==> src/hdl/irq_status_consts.svh <==
// Offsets, field positions and reset values of the control port interrupt registers
`ifndef IRQ_STATUS_CONSTS_SVH
`define IRQ_STATUS_CONSTS_SVH

// ==========================================
// Register offsets from the control port base
`define STATUS_OFFSET        8'h40
`define MASK_OFFSET          8'h41

// ==========================================
// Field positions
`define PARITY_BIT           0
`define CLASH_BIT            1
`define GENERAL_SUMMARY_BIT  2
`define PORT_SUMMARY_LO      4
`define PORT_SUMMARY_HI      6

// ==========================================
// Reset values and widths
`define EVENT_FLAG_COUNT     2
`define DATA_PORT_COUNT      3
`define FLAG_RESET           2'h0
`define MASK_RESET           2'h0
`define READ_RESET           8'h00

`endif

==> src/hdl/irq_status_pkg.sv <==
// Types shared by the control port interrupt status logic
package irq_status_pkg;

  typedef logic [7:0] reg_byte_type;

  typedef enum logic [1:0] {
    SEL_NONE   = 2'b00,
    SEL_STATUS = 2'b01,
    SEL_MASK   = 2'b10
  } reg_sel_type;

endpackage : irq_status_pkg

==> src/hdl/event_flag_if.sv <==
// Link between the register front end and the sticky event flag bank
`timescale 1ns/1ps

interface event_flag_if #(
  parameter int N = 2
);
  logic [N-1:0] event_in;
  logic [N-1:0] clear;
  logic [N-1:0] mask;
  logic [N-1:0] flag;
  logic         irq_any;

  modport front (output event_in, output clear, output mask, input flag, input irq_any);
  modport bank  (input event_in, input clear, input mask, output flag, output irq_any);
endinterface : event_flag_if

==> src/hdl/event_flag_bank.sv <==
// Sticky write-one-to-clear event flags with per-flag mask
`timescale 1ns/1ps
`include "irq_status_consts.svh"

module event_flag_bank #(
  parameter int N = 2
) (
  // Clock and reset
  input wire logic clk,
  input wire logic rst,
  // Flag link
  event_flag_if.bank link
);

  // ==========================================
  // One sticky flag per event
  genvar i;
  generate
    for (i = 0; i < N; i++) begin : g_flag
      logic bit_reg;
      // Set beats clear so an event in the clearing cycle is never lost
      always_ff @(posedge clk) begin
        if (rst) begin
          bit_reg <= 1'b0;
        end else if (link.event_in[i]) begin
          bit_reg <= 1'b1;
        end else if (link.clear[i]) begin
          bit_reg <= 1'b0;
        end
      end
      assign link.flag[i] = bit_reg;

      property p_set_beats_clear;
        @(posedge clk) disable iff (rst)
        (link.event_in[i] && link.clear[i]) |=> link.flag[i];
      endproperty
      a_set_beats_clear: assert property (p_set_beats_clear)
        else $error("flag lost an event arriving with its clear");
    end
  endgenerate

  // ==========================================
  // Masked pending flags
  assign link.irq_any = |(link.flag & link.mask);

endmodule : event_flag_bank

==> src/hdl/irq_status_port.sv <==
// Control port interrupt status and mask registers with interrupt request
`timescale 1ns/1ps
`include "irq_status_consts.svh"

module irq_status_port #(
  parameter int PORTS = `DATA_PORT_COUNT
) (
  // Clock and reset
  input  wire  logic             clk,
  input  wire  logic             rst,
  // Register access
  input  wire  logic [7:0]       reg_addr,
  input  wire  logic             reg_wr,
  input  wire  logic [7:0]       reg_wdata,
  input  wire  logic             reg_rd,
  output logic       [7:0]       reg_rdata,
  // Bus error detectors
  input  wire  logic             bus_clash_detect,
  input  wire  logic             parity_error_detect,
  input  wire  logic             sync_loss_rst,
  // Summary sources
  input  wire  logic [PORTS-1:0] data_port_pending,
  input  wire  logic             general_pending,
  // Interrupt request
  output logic                   irq_request
);

  // ==========================================
  // Storage
  logic [`EVENT_FLAG_COUNT-1:0]  mask_reg;
  logic [`EVENT_FLAG_COUNT-1:0]  mask_next;
  irq_status_pkg::reg_byte_type  rdata_reg;
  irq_status_pkg::reg_byte_type  rdata_next;
  logic                          irq_reg;
  logic                          irq_next;

  event_flag_if #(.N(`EVENT_FLAG_COUNT)) flag_link ();

  event_flag_bank #(
    .N    (`EVENT_FLAG_COUNT)
  ) u_flags (
    .clk  (clk),
    .rst  (rst),
    .link (flag_link)
  );

  // ==========================================
  // Address decode
  irq_status_pkg::reg_sel_type   sel;
  wire                           wr_status;
  wire                           wr_mask;
  wire [7:0]                     status_byte;
  wire [7:0]                     mask_byte;
  wire                           summary_any;

  assign sel = (reg_addr == `STATUS_OFFSET) ? irq_status_pkg::SEL_STATUS :
               (reg_addr == `MASK_OFFSET)   ? irq_status_pkg::SEL_MASK   :
                                              irq_status_pkg::SEL_NONE;
  assign wr_status = reg_wr && (sel == irq_status_pkg::SEL_STATUS);
  assign wr_mask   = reg_wr && (sel == irq_status_pkg::SEL_MASK);

  // ==========================================
  // Flag bank hookup
  // Of the two resets only rst clears the flags; sync loss reset deliberately does not reach them
  assign flag_link.event_in = {bus_clash_detect, parity_error_detect};
  assign flag_link.clear    = wr_status ?
                              reg_wdata[`CLASH_BIT:`PARITY_BIT] : 2'h0;
  assign flag_link.mask     = mask_reg;

  // ==========================================
  // Read data composition
  // Summary bits are live views of their sources; writes to them are dropped
  assign status_byte = {1'b0,
                        data_port_pending,
                        1'b0,
                        general_pending,
                        flag_link.flag};
  assign mask_byte   = {6'h00, mask_reg};

  always_comb begin
    case (sel)
      irq_status_pkg::SEL_STATUS: rdata_next = status_byte;
      irq_status_pkg::SEL_MASK:   rdata_next = mask_byte;
      default:                    rdata_next = 8'h00;
    endcase
    if (!reg_rd) begin
      rdata_next = rdata_reg;
    end
  end

  assign mask_next   = wr_mask ? reg_wdata[`CLASH_BIT:`PARITY_BIT] : mask_reg;
  assign summary_any = (|data_port_pending) | general_pending;
  assign irq_next    = flag_link.irq_any | summary_any;

  // ==========================================
  // Registers
  always_ff @(posedge clk) begin
    if (rst) begin
      mask_reg  <= `MASK_RESET;
      rdata_reg <= `READ_RESET;
      irq_reg   <= 1'b0;
    end else begin
      mask_reg  <= mask_next;
      rdata_reg <= rdata_next;
      irq_reg   <= irq_next;
    end
  end

  assign reg_rdata   = rdata_reg;
  assign irq_request = irq_reg;

  // ==========================================
  // Checks
  property p_reset_zero;
    @(posedge clk) disable iff (rst)
    $fell(rst) |-> (flag_link.flag == 2'h0) && (mask_reg == 2'h0);
  endproperty
  a_reset_zero: assert property (p_reset_zero)
    else $error("flags or masks not zero after reset");

  property p_clash_sets;
    @(posedge clk) disable iff (rst)
    bus_clash_detect |=> flag_link.flag[1] ##1 (flag_link.flag[1] || $past(wr_status));
  endproperty
  a_clash_sets: assert property (p_clash_sets)
    else $error("bus clash did not set and hold its flag");

  property p_parity_sets;
    @(posedge clk) disable iff (rst)
    parity_error_detect |=> flag_link.flag[0];
  endproperty
  a_parity_sets: assert property (p_parity_sets)
    else $error("parity error did not set its flag");

  property p_w1c_clears;
    @(posedge clk) disable iff (rst)
    (wr_status && reg_wdata[1] && !bus_clash_detect) |=> !flag_link.flag[1];
  endproperty
  a_w1c_clears: assert property (p_w1c_clears)
    else $error("write one did not clear clash flag");

  property p_w0_holds;
    @(posedge clk) disable iff (rst)
    (flag_link.flag[0] && !(wr_status && reg_wdata[0])) |=> flag_link.flag[0];
  endproperty
  a_w0_holds: assert property (p_w0_holds)
    else $error("parity flag dropped without a write one");

  property p_sync_loss_keeps;
    @(posedge clk) disable iff (rst)
    (sync_loss_rst && !wr_status) |=> (flag_link.flag == $past(flag_link.flag)) ||
                                      $past(bus_clash_detect || parity_error_detect);
  endproperty
  a_sync_loss_keeps: assert property (p_sync_loss_keeps)
    else $error("sync loss reset changed an event flag");

  property p_masked_quiet;
    @(posedge clk) disable iff (rst)
    (((flag_link.flag & mask_reg) == 2'h0) && !summary_any) |=> !irq_request;
  endproperty
  a_masked_quiet: assert property (p_masked_quiet)
    else $error("interrupt raised by a masked flag");

  property p_unmasked_raises;
    @(posedge clk) disable iff (rst)
    (flag_link.flag[0] && mask_reg[0]) |=> irq_request;
  endproperty
  a_unmasked_raises: assert property (p_unmasked_raises)
    else $error("unmasked parity flag gave no interrupt");

  property p_port_summary_read;
    @(posedge clk) disable iff (rst)
    (reg_rd && sel == irq_status_pkg::SEL_STATUS) |=>
      reg_rdata[6:4] == $past(data_port_pending);
  endproperty
  a_port_summary_read: assert property (p_port_summary_read)
    else $error("data port summary read wrong");

  property p_general_read;
    @(posedge clk) disable iff (rst)
    (reg_rd && sel == irq_status_pkg::SEL_STATUS) |=> reg_rdata[2] == $past(general_pending);
  endproperty
  a_general_read: assert property (p_general_read)
    else $error("general summary read wrong");

  property p_summary_irq;
    @(posedge clk) disable iff (rst)
    summary_any |=> irq_request;
  endproperty
  a_summary_irq: assert property (p_summary_irq)
    else $error("summary flag gave no interrupt");

  property p_unmasked_clash;
    @(posedge clk) disable iff (rst)
    (flag_link.flag[1] && mask_reg[1]) |=> irq_request;
  endproperty
  a_unmasked_clash: assert property (p_unmasked_clash)
    else $error("unmasked clash flag gave no interrupt");

  property p_w1c_parity;
    @(posedge clk) disable iff (rst)
    (wr_status && reg_wdata[0] && !parity_error_detect) |=> !flag_link.flag[0];
  endproperty
  a_w1c_parity: assert property (p_w1c_parity)
    else $error("write one did not clear parity flag");

  property p_mask_write;
    @(posedge clk) disable iff (rst)
    wr_mask |=> mask_reg == $past(reg_wdata[`CLASH_BIT:`PARITY_BIT]);
  endproperty
  a_mask_write: assert property (p_mask_write)
    else $error("mask write did not land");

endmodule : irq_status_port

==> config.mk <==
export PLATFORM = sky130hd
export DESIGN_NAME = irq_status_port
export DESIGN_NICKNAME = d
export VERILOG_FILES = /design/src/hdl/irq_status_pkg.sv /design/src/hdl/event_flag_if.sv /design/src/hdl/event_flag_bank.sv /design/src/hdl/irq_status_port.sv
export VERILOG_INCLUDE_DIRS = /design/src /design/src/hdl
export SDC_FILE = /design/constraint.sdc
export NUM_CORES = 1
export LEC_CHECK = 0
export ABC_AREA = 1
export BUFFER_PORTS_ARGS = -buffer_cell sky130_fd_sc_hd__buf_2
export CORE_MARGIN = 5
export CORE_UTILIZATION = 30
export CTS_BUF_LIST = sky130_fd_sc_hd__clkbuf_16
export DETAILED_ROUTE_END_ITERATION = 6
export MAX_ROUTING_LAYER = met4
export PLACE_DENSITY_LB_ADDON = 0.05
export SLEW_MARGIN = 5
export SYNTH_ARGS = -nofsm -noshare
export SYNTH_HDL_FRONTEND = slang
export SYNTH_SLANG_ARGS = --single-unit
==> constraint.sdc <==
create_clock -name clk -period 0.8 [get_ports clk]
set_clock_uncertainty 0.05 [all_clocks]
set_input_delay 0.04 -clock clk [delete_from_list [all_inputs] [get_ports clk]]
set_output_delay 0.04 -clock clk [all_outputs]
set_load 0.02 [all_outputs]
==> results of run 1 <==
per-layer routing:
layer  track usage  up-vias  part of all wire
li1              -      295                 -
met1         0.113      238              0.41
met2         0.163       17              0.52
met3        0.0513        2             0.062
met4        0.0255        0            0.0049
met5             -        -                 0
through the flow:
step / utilization / cells / TNS (ps) / total power [W] / area, um2
after floorplan: - / 76 / 0 / 0.000705 / 549
final: 0.470 / 128 / 0 / 0.00167 / 812
after global placement: 0.392 / 123 / -500 / 0.000774 / 677
after CTS: 0.453 / 128 / 0 / 0.00169 / 782
after detailed placement: 0.392 / 123 / -646 / 0.000776 / 677
after global routing: 0.470 / 128 / 0 / 0.00175 / 812
logic make-up (layout without fill, tap and decap cells):
family / after synthesis / after routing / synth area share
compound gates: 13 / 13 / 0.126
buf+inv: 12 / 39 / 0.117
flops: 11 / 11 / 0.404
other cells: 1 / 2 / 0.00687
simple gates: 38 / 38 / 0.346
where the power goes:
| group | switching (W) | internal [W] | total [W] |
|---|---|---|---|
| logic | 0.000107 | 0.0000910 | 0.000198 |
| clock network | 0.000227 | 0.000654 | 0.000882 |
| registers | 0.0000145 | 0.000579 | 0.000593 |
| total | 0.000349 | 0.00132 | 0.00167 |
what timing repair did:
action | 4_1_cts | 5_1_grt
resized for setup | 6 | 13
gates cloned | 0 | 0
pin swaps | 0 | 0
hold buffers | 1 | 0
setup endpoints to repair | 5 | 7
endpoints found under the hold margin | 1 | 0
setup buffers | 0 | 0
area by class of cell:
type                       count  area, um2
tap                           25       31.3
clock inverter                 1       3.75
timing repair buffer          27        178
fill                         179        915
sequential                    11        229
clock buffer                   3       75.1
multi-input combinational     53        265
inverter                       8       30.0
final timing paths:
path	from	end	slack (ps)	cells after the start
max reg2reg	u_flags.g_flag[1].bit_reg$_SDFFE_PP0P_	irq_request$_SDFF_PP0_	70	2
max	reg_rdata[2]$_SDFFE_PP0P_	reg_rdata[2]	20	1
min	parity_error_detect	u_flags.g_flag[0].bit_reg$_SDFFE_PP0P_	0.3	3
min reg2reg	u_flags.g_flag[0].bit_reg$_SDFFE_PP0P_	u_flags.g_flag[0].bit_reg$_SDFFE_PP0P_	420	2
layout by cell type, fill, tap and decap left out:
cell type	count
a21oi_1	8
conb_1	2
dfxtp_1	4
inv_2	1
nand2_2	2
nor2_1	8
o21ai_0	4
nor2_2	3
nand4_1	2
buf_6	6
and2_2	1
inv_1	8
clkbuf_16	3
nand2_1	14
dfxtp_2	7
nand3_1	7
dlygate4sd3_1	1
buf_2	20
nor2_8	1
a41oi_1	1
==> run metrics, run 1 <==
clock buffer count from CTS 3; Slowest cell on crit path dfxtp_1; Startpoint Class flop; synthesized flop and latch total 11; Worst Hold Class in2reg; count of pins over their slew limit 0; port bufs 26; 1st-iter DRT viols 9; fin crit period 777 ps; max reg flops 6; slowest stage delay, CP 330 ps; drt pass-1 iters 4; synth warn 0; die area 2770 um2; Crit. End Element output port; most common cell in the netlist nand2_1; vias in the first global route 495; RSZ-0062 raised after global routing false; Final Hold Fails 0; arrival time at the worst endpoint 690 ps; Initial Utilization 0.316; Leakage 0.405 nW; final net count 131; Total GRT Usage 0.102; core box area 1730 um2; fin crit share 0.971; share of layout cells above drive strength 1 0.427; via/cell ratio 4.31; Syn Inst Count 75; clk sinks 11; Area growth syn-to-layout 48.9%; final setup fails 0; Max FO, Critical Path 2; Critical Path RT 710 ps; largest net degree at the start of global routing 13; Max Cap Viol 0; Congestion Overflow GR 0; peak supply drop 1.96 mV; mean post-synth cell area 7.27 um2; Post-DRT Antenna Nets 0; CTS H-tree lvls 1; crit path cell chain buf_6; worst hold margin 0.261 ps; detailed-route wire length per cell 9.63 um; Top Ports 36; n_diodes 0; WP buf/inv 1; first-pass GRT wire length 2010 um; clock root buffer clkbuf_16; Synth top cells by count nand2_1, dfxtp_1, a21oi_1, nor2_1; WS Path Type reg2out; largest cells by area after synthesis dfxtp_1, nand2_1, a21oi_1, nand3_1, nor2_1; row count 15; DRC 0; asr flop ratio synth 0; CTS tree done; initial antenna violation count 0; Top FF cell, synth dfxtp_1; pwr dens 2060 nW/um2; final worst slack 23.4 ps; Clock transition at path regs 40 ps; Die Span Y 52.6 um; number of flops mapped to enable cells by yosys 0; drt total wl 1230 um; width of the die 52.6 um; area leader, netlist dfxtp_1; Routability Congestion 0.734; clock network latency to the later pin of the worst-skew pair 230 ps; family with the most delay on the worst path flip-flops; sequential fraction of the synthesis area 0.404; DR vias 552; outcome finished clean; Synth top area share 0.404; Synth cell types 18; post-place setup slack -110 ps; post-synthesis instance area 546 um2; clock buffer depth 2; Peak Freq 1.29 GHz
No activity file was read; power rests on OpenSTA's default activity.
==> run 2: changes to the inputs <==
--- a/config.mk
+++ b/config.mk
@@ -14,6 +14,7 @@
 export DETAILED_ROUTE_END_ITERATION = 6
 export MAX_ROUTING_LAYER = met4
 export PLACE_DENSITY_LB_ADDON = 0.05
+export RECOVER_POWER = 50
 export SLEW_MARGIN = 5
 export SYNTH_ARGS = -nofsm -noshare
 export SYNTH_HDL_FRONTEND = slang
==> run metrics, run 2 (synthesis gave the netlist of run 1 again) <==
family with the most delay on the worst path flip-flops (unchanged); Congestion Overflow GR 0 (unchanged); Hold Crit Start parity_error_detect (unchanged); Peak Freq 1.29 GHz (about the same); worst hold margin 1.69 ps (was 0.261 ps); Layout Cells excl Fill 128 (unchanged); fin crit period 777 ps (about the same); via/cell ratio 4.30 (was 4.31); Worst R2R Setup Slack 70 ps (about the same); FF-to-FF End irq_request$_SDFF_PP0_ (unchanged); worst reg-to-reg path cell count 2 (unchanged); slowest stage delay, CP 330 ps (about the same); most common cell after layout, fill and taps aside buf_2 (unchanged); pwr dens 2080 nW/um2 (was 2060 nW/um2); share of layout cells above drive strength 1 0.417 (was 0.427); fin util 0.465 (was 0.470); Worst Hold End u_flags.g_flag[0].bit_reg$_SDFFE_PP0P_ (unchanged); commonest non-fill, non-tap cells in the layout buf_2, nand2_1, inv_1 (was buf_2, nand2_1, inv_1, nor2_1, a21oi_1); Total GRT Usage 0.102 (unchanged); DR vias 551 (was 552); final setup fails 0 (unchanged); width of the die 52.6 um (unchanged); Routability Congestion 0.734 (unchanged); Worst Hold Class in2reg (unchanged); placed cells 123 (unchanged); peak supply drop 1.96 mV (about the same); CTS H-tree lvls 1 (unchanged); Crit. End Element output port (unchanged); WS Path Type reg2out (unchanged); Slowest cell on crit path dfxtp_1 (unchanged); Area growth syn-to-layout 47.2% (was 48.9%); clock network latency to the later pin of the worst-skew pair 230 ps (about the same); 1st-iter DRT viols 9 (unchanged); WP buf/inv 1 (unchanged); crit path cell chain buf_6 (unchanged); die area 2770 um2 (unchanged); Max FO, Critical Path 2 (unchanged); core box area 1730 um2 (unchanged); n_diodes 0 (unchanged); Leakage 0.380 nW (was 0.405 nW); Startpoint Class flop (unchanged); RSZ-0062 raised after global routing false (unchanged); port bufs 26 (unchanged); Clock transition at path regs 40 ps (about the same); max reg flops 6 (unchanged); DRC 0 (unchanged); outcome finished clean (unchanged); drt total wl 1240 um (was 1230 um); Max Cap Viol 0 (unchanged); first-pass GRT wire length 2010 um (unchanged); arrival time at the worst endpoint 690 ps (about the same); largest net degree at the start of global routing 13 (unchanged); clock root buffer clkbuf_16 (unchanged); clock buffer count from CTS 3 (unchanged); count of pins over their slew limit 0 (unchanged); initial antenna violation count 0 (unchanged); vias in the first global route 495 (unchanged); Post-DRT Antenna Nets 0 (unchanged); Top Ports 36 (unchanged); final worst slack 23.3 ps (was 23.4 ps); Critical Path RT 710 ps (about the same); clk sinks 11 (unchanged); detailed-route wire length per cell 9.65 um (was 9.63 um); row count 15 (unchanged); CTS tree done (unchanged); clock buffer depth 2 (unchanged); Die Span Y 52.6 um (unchanged); reg2reg start u_flags.g_flag[1].bit_reg$_SDFFE_PP0P_ (unchanged); drt pass-1 iters 4 (unchanged); overall power 0.00167 W (about the same); fin crit share 0.971 (about the same); post-place setup slack -110 ps (unchanged); Final Hold Fails 0 (unchanged); final net count 131 (unchanged); Initial Utilization 0.316 (unchanged); Hold Path Stages 3 (unchanged)
## run 2: cell types whose count changed in the layout (fill, tap and decap cells not counted)
| cell | change |
|---|---|
| inv_1 | +1 |
| nor2_8 | -1 |
| nor2_4 | +1 |
| inv_2 | -1 |
## run 2: final cells by class
type,instances,area [um2]
fillers,182,923
multi-input cells,53,256
flip-flops and latches,11,229
repair buffers,27,178
clock buffers,3,75.1
well taps,25,31.3
inverters,8,30.0
clock inverters,1,3.75
## run 2: where the power goes
group	switching, W	internal, W
combinational	0.000105	0.0000908
sequential	0.0000146	0.000579
clock	0.000228	0.000654
total	0.000347	0.00132
## run 2: how the worst max path moves through the flow
stage / from / to / depth (start not counted)
after floorplan: reg_rdata[1]$_SDFFE_PP0P_ / reg_rdata[1]$_SDFFE_PP0P_ / 4
after global placement: reg_addr[3] / u_flags.g_flag[1].bit_reg$_SDFFE_PP0P_ / 7
after detailed placement: reg_addr[3] / u_flags.g_flag[1].bit_reg$_SDFFE_PP0P_ / 7
after CTS: reg_rdata[1]$_SDFFE_PP0P_ / reg_rdata[1] / 1
after global routing: reg_rdata[0]$_SDFFE_PP0P_ / reg_rdata[0] / 1
final: reg_rdata[2]$_SDFFE_PP0P_ / reg_rdata[2] / 1
## run 2: timing repair
| item | CTS | global route |
|---|---|---|
| setup buffers | 0 | 0 |
| hold endpoints to repair | 1 | 0 |
| setup endpoints to repair | 5 | 7 |
| gates cloned | 0 | 0 |
| hold buffers | 1 | 0 |
| gates resized for setup | 6 | 13 |
## run 2: routing by layer
layer	GRT usage	routed length, um	vias to the layer above
met4	0.0255	6	0
met2	0.163	638	17
met5	-	0	-
met3	0.0513	77	2
li1	-	-	294
met1	0.113	512	238
## run 2: metrics by stage
step | TNS (ps) | cell area [um2]
global route | 0 | 803
finish | 0 | 803
floorplan | 0 | 549
global placement | -500 | 677
CTS | 0 | 782
detailed placement | -646 | 677
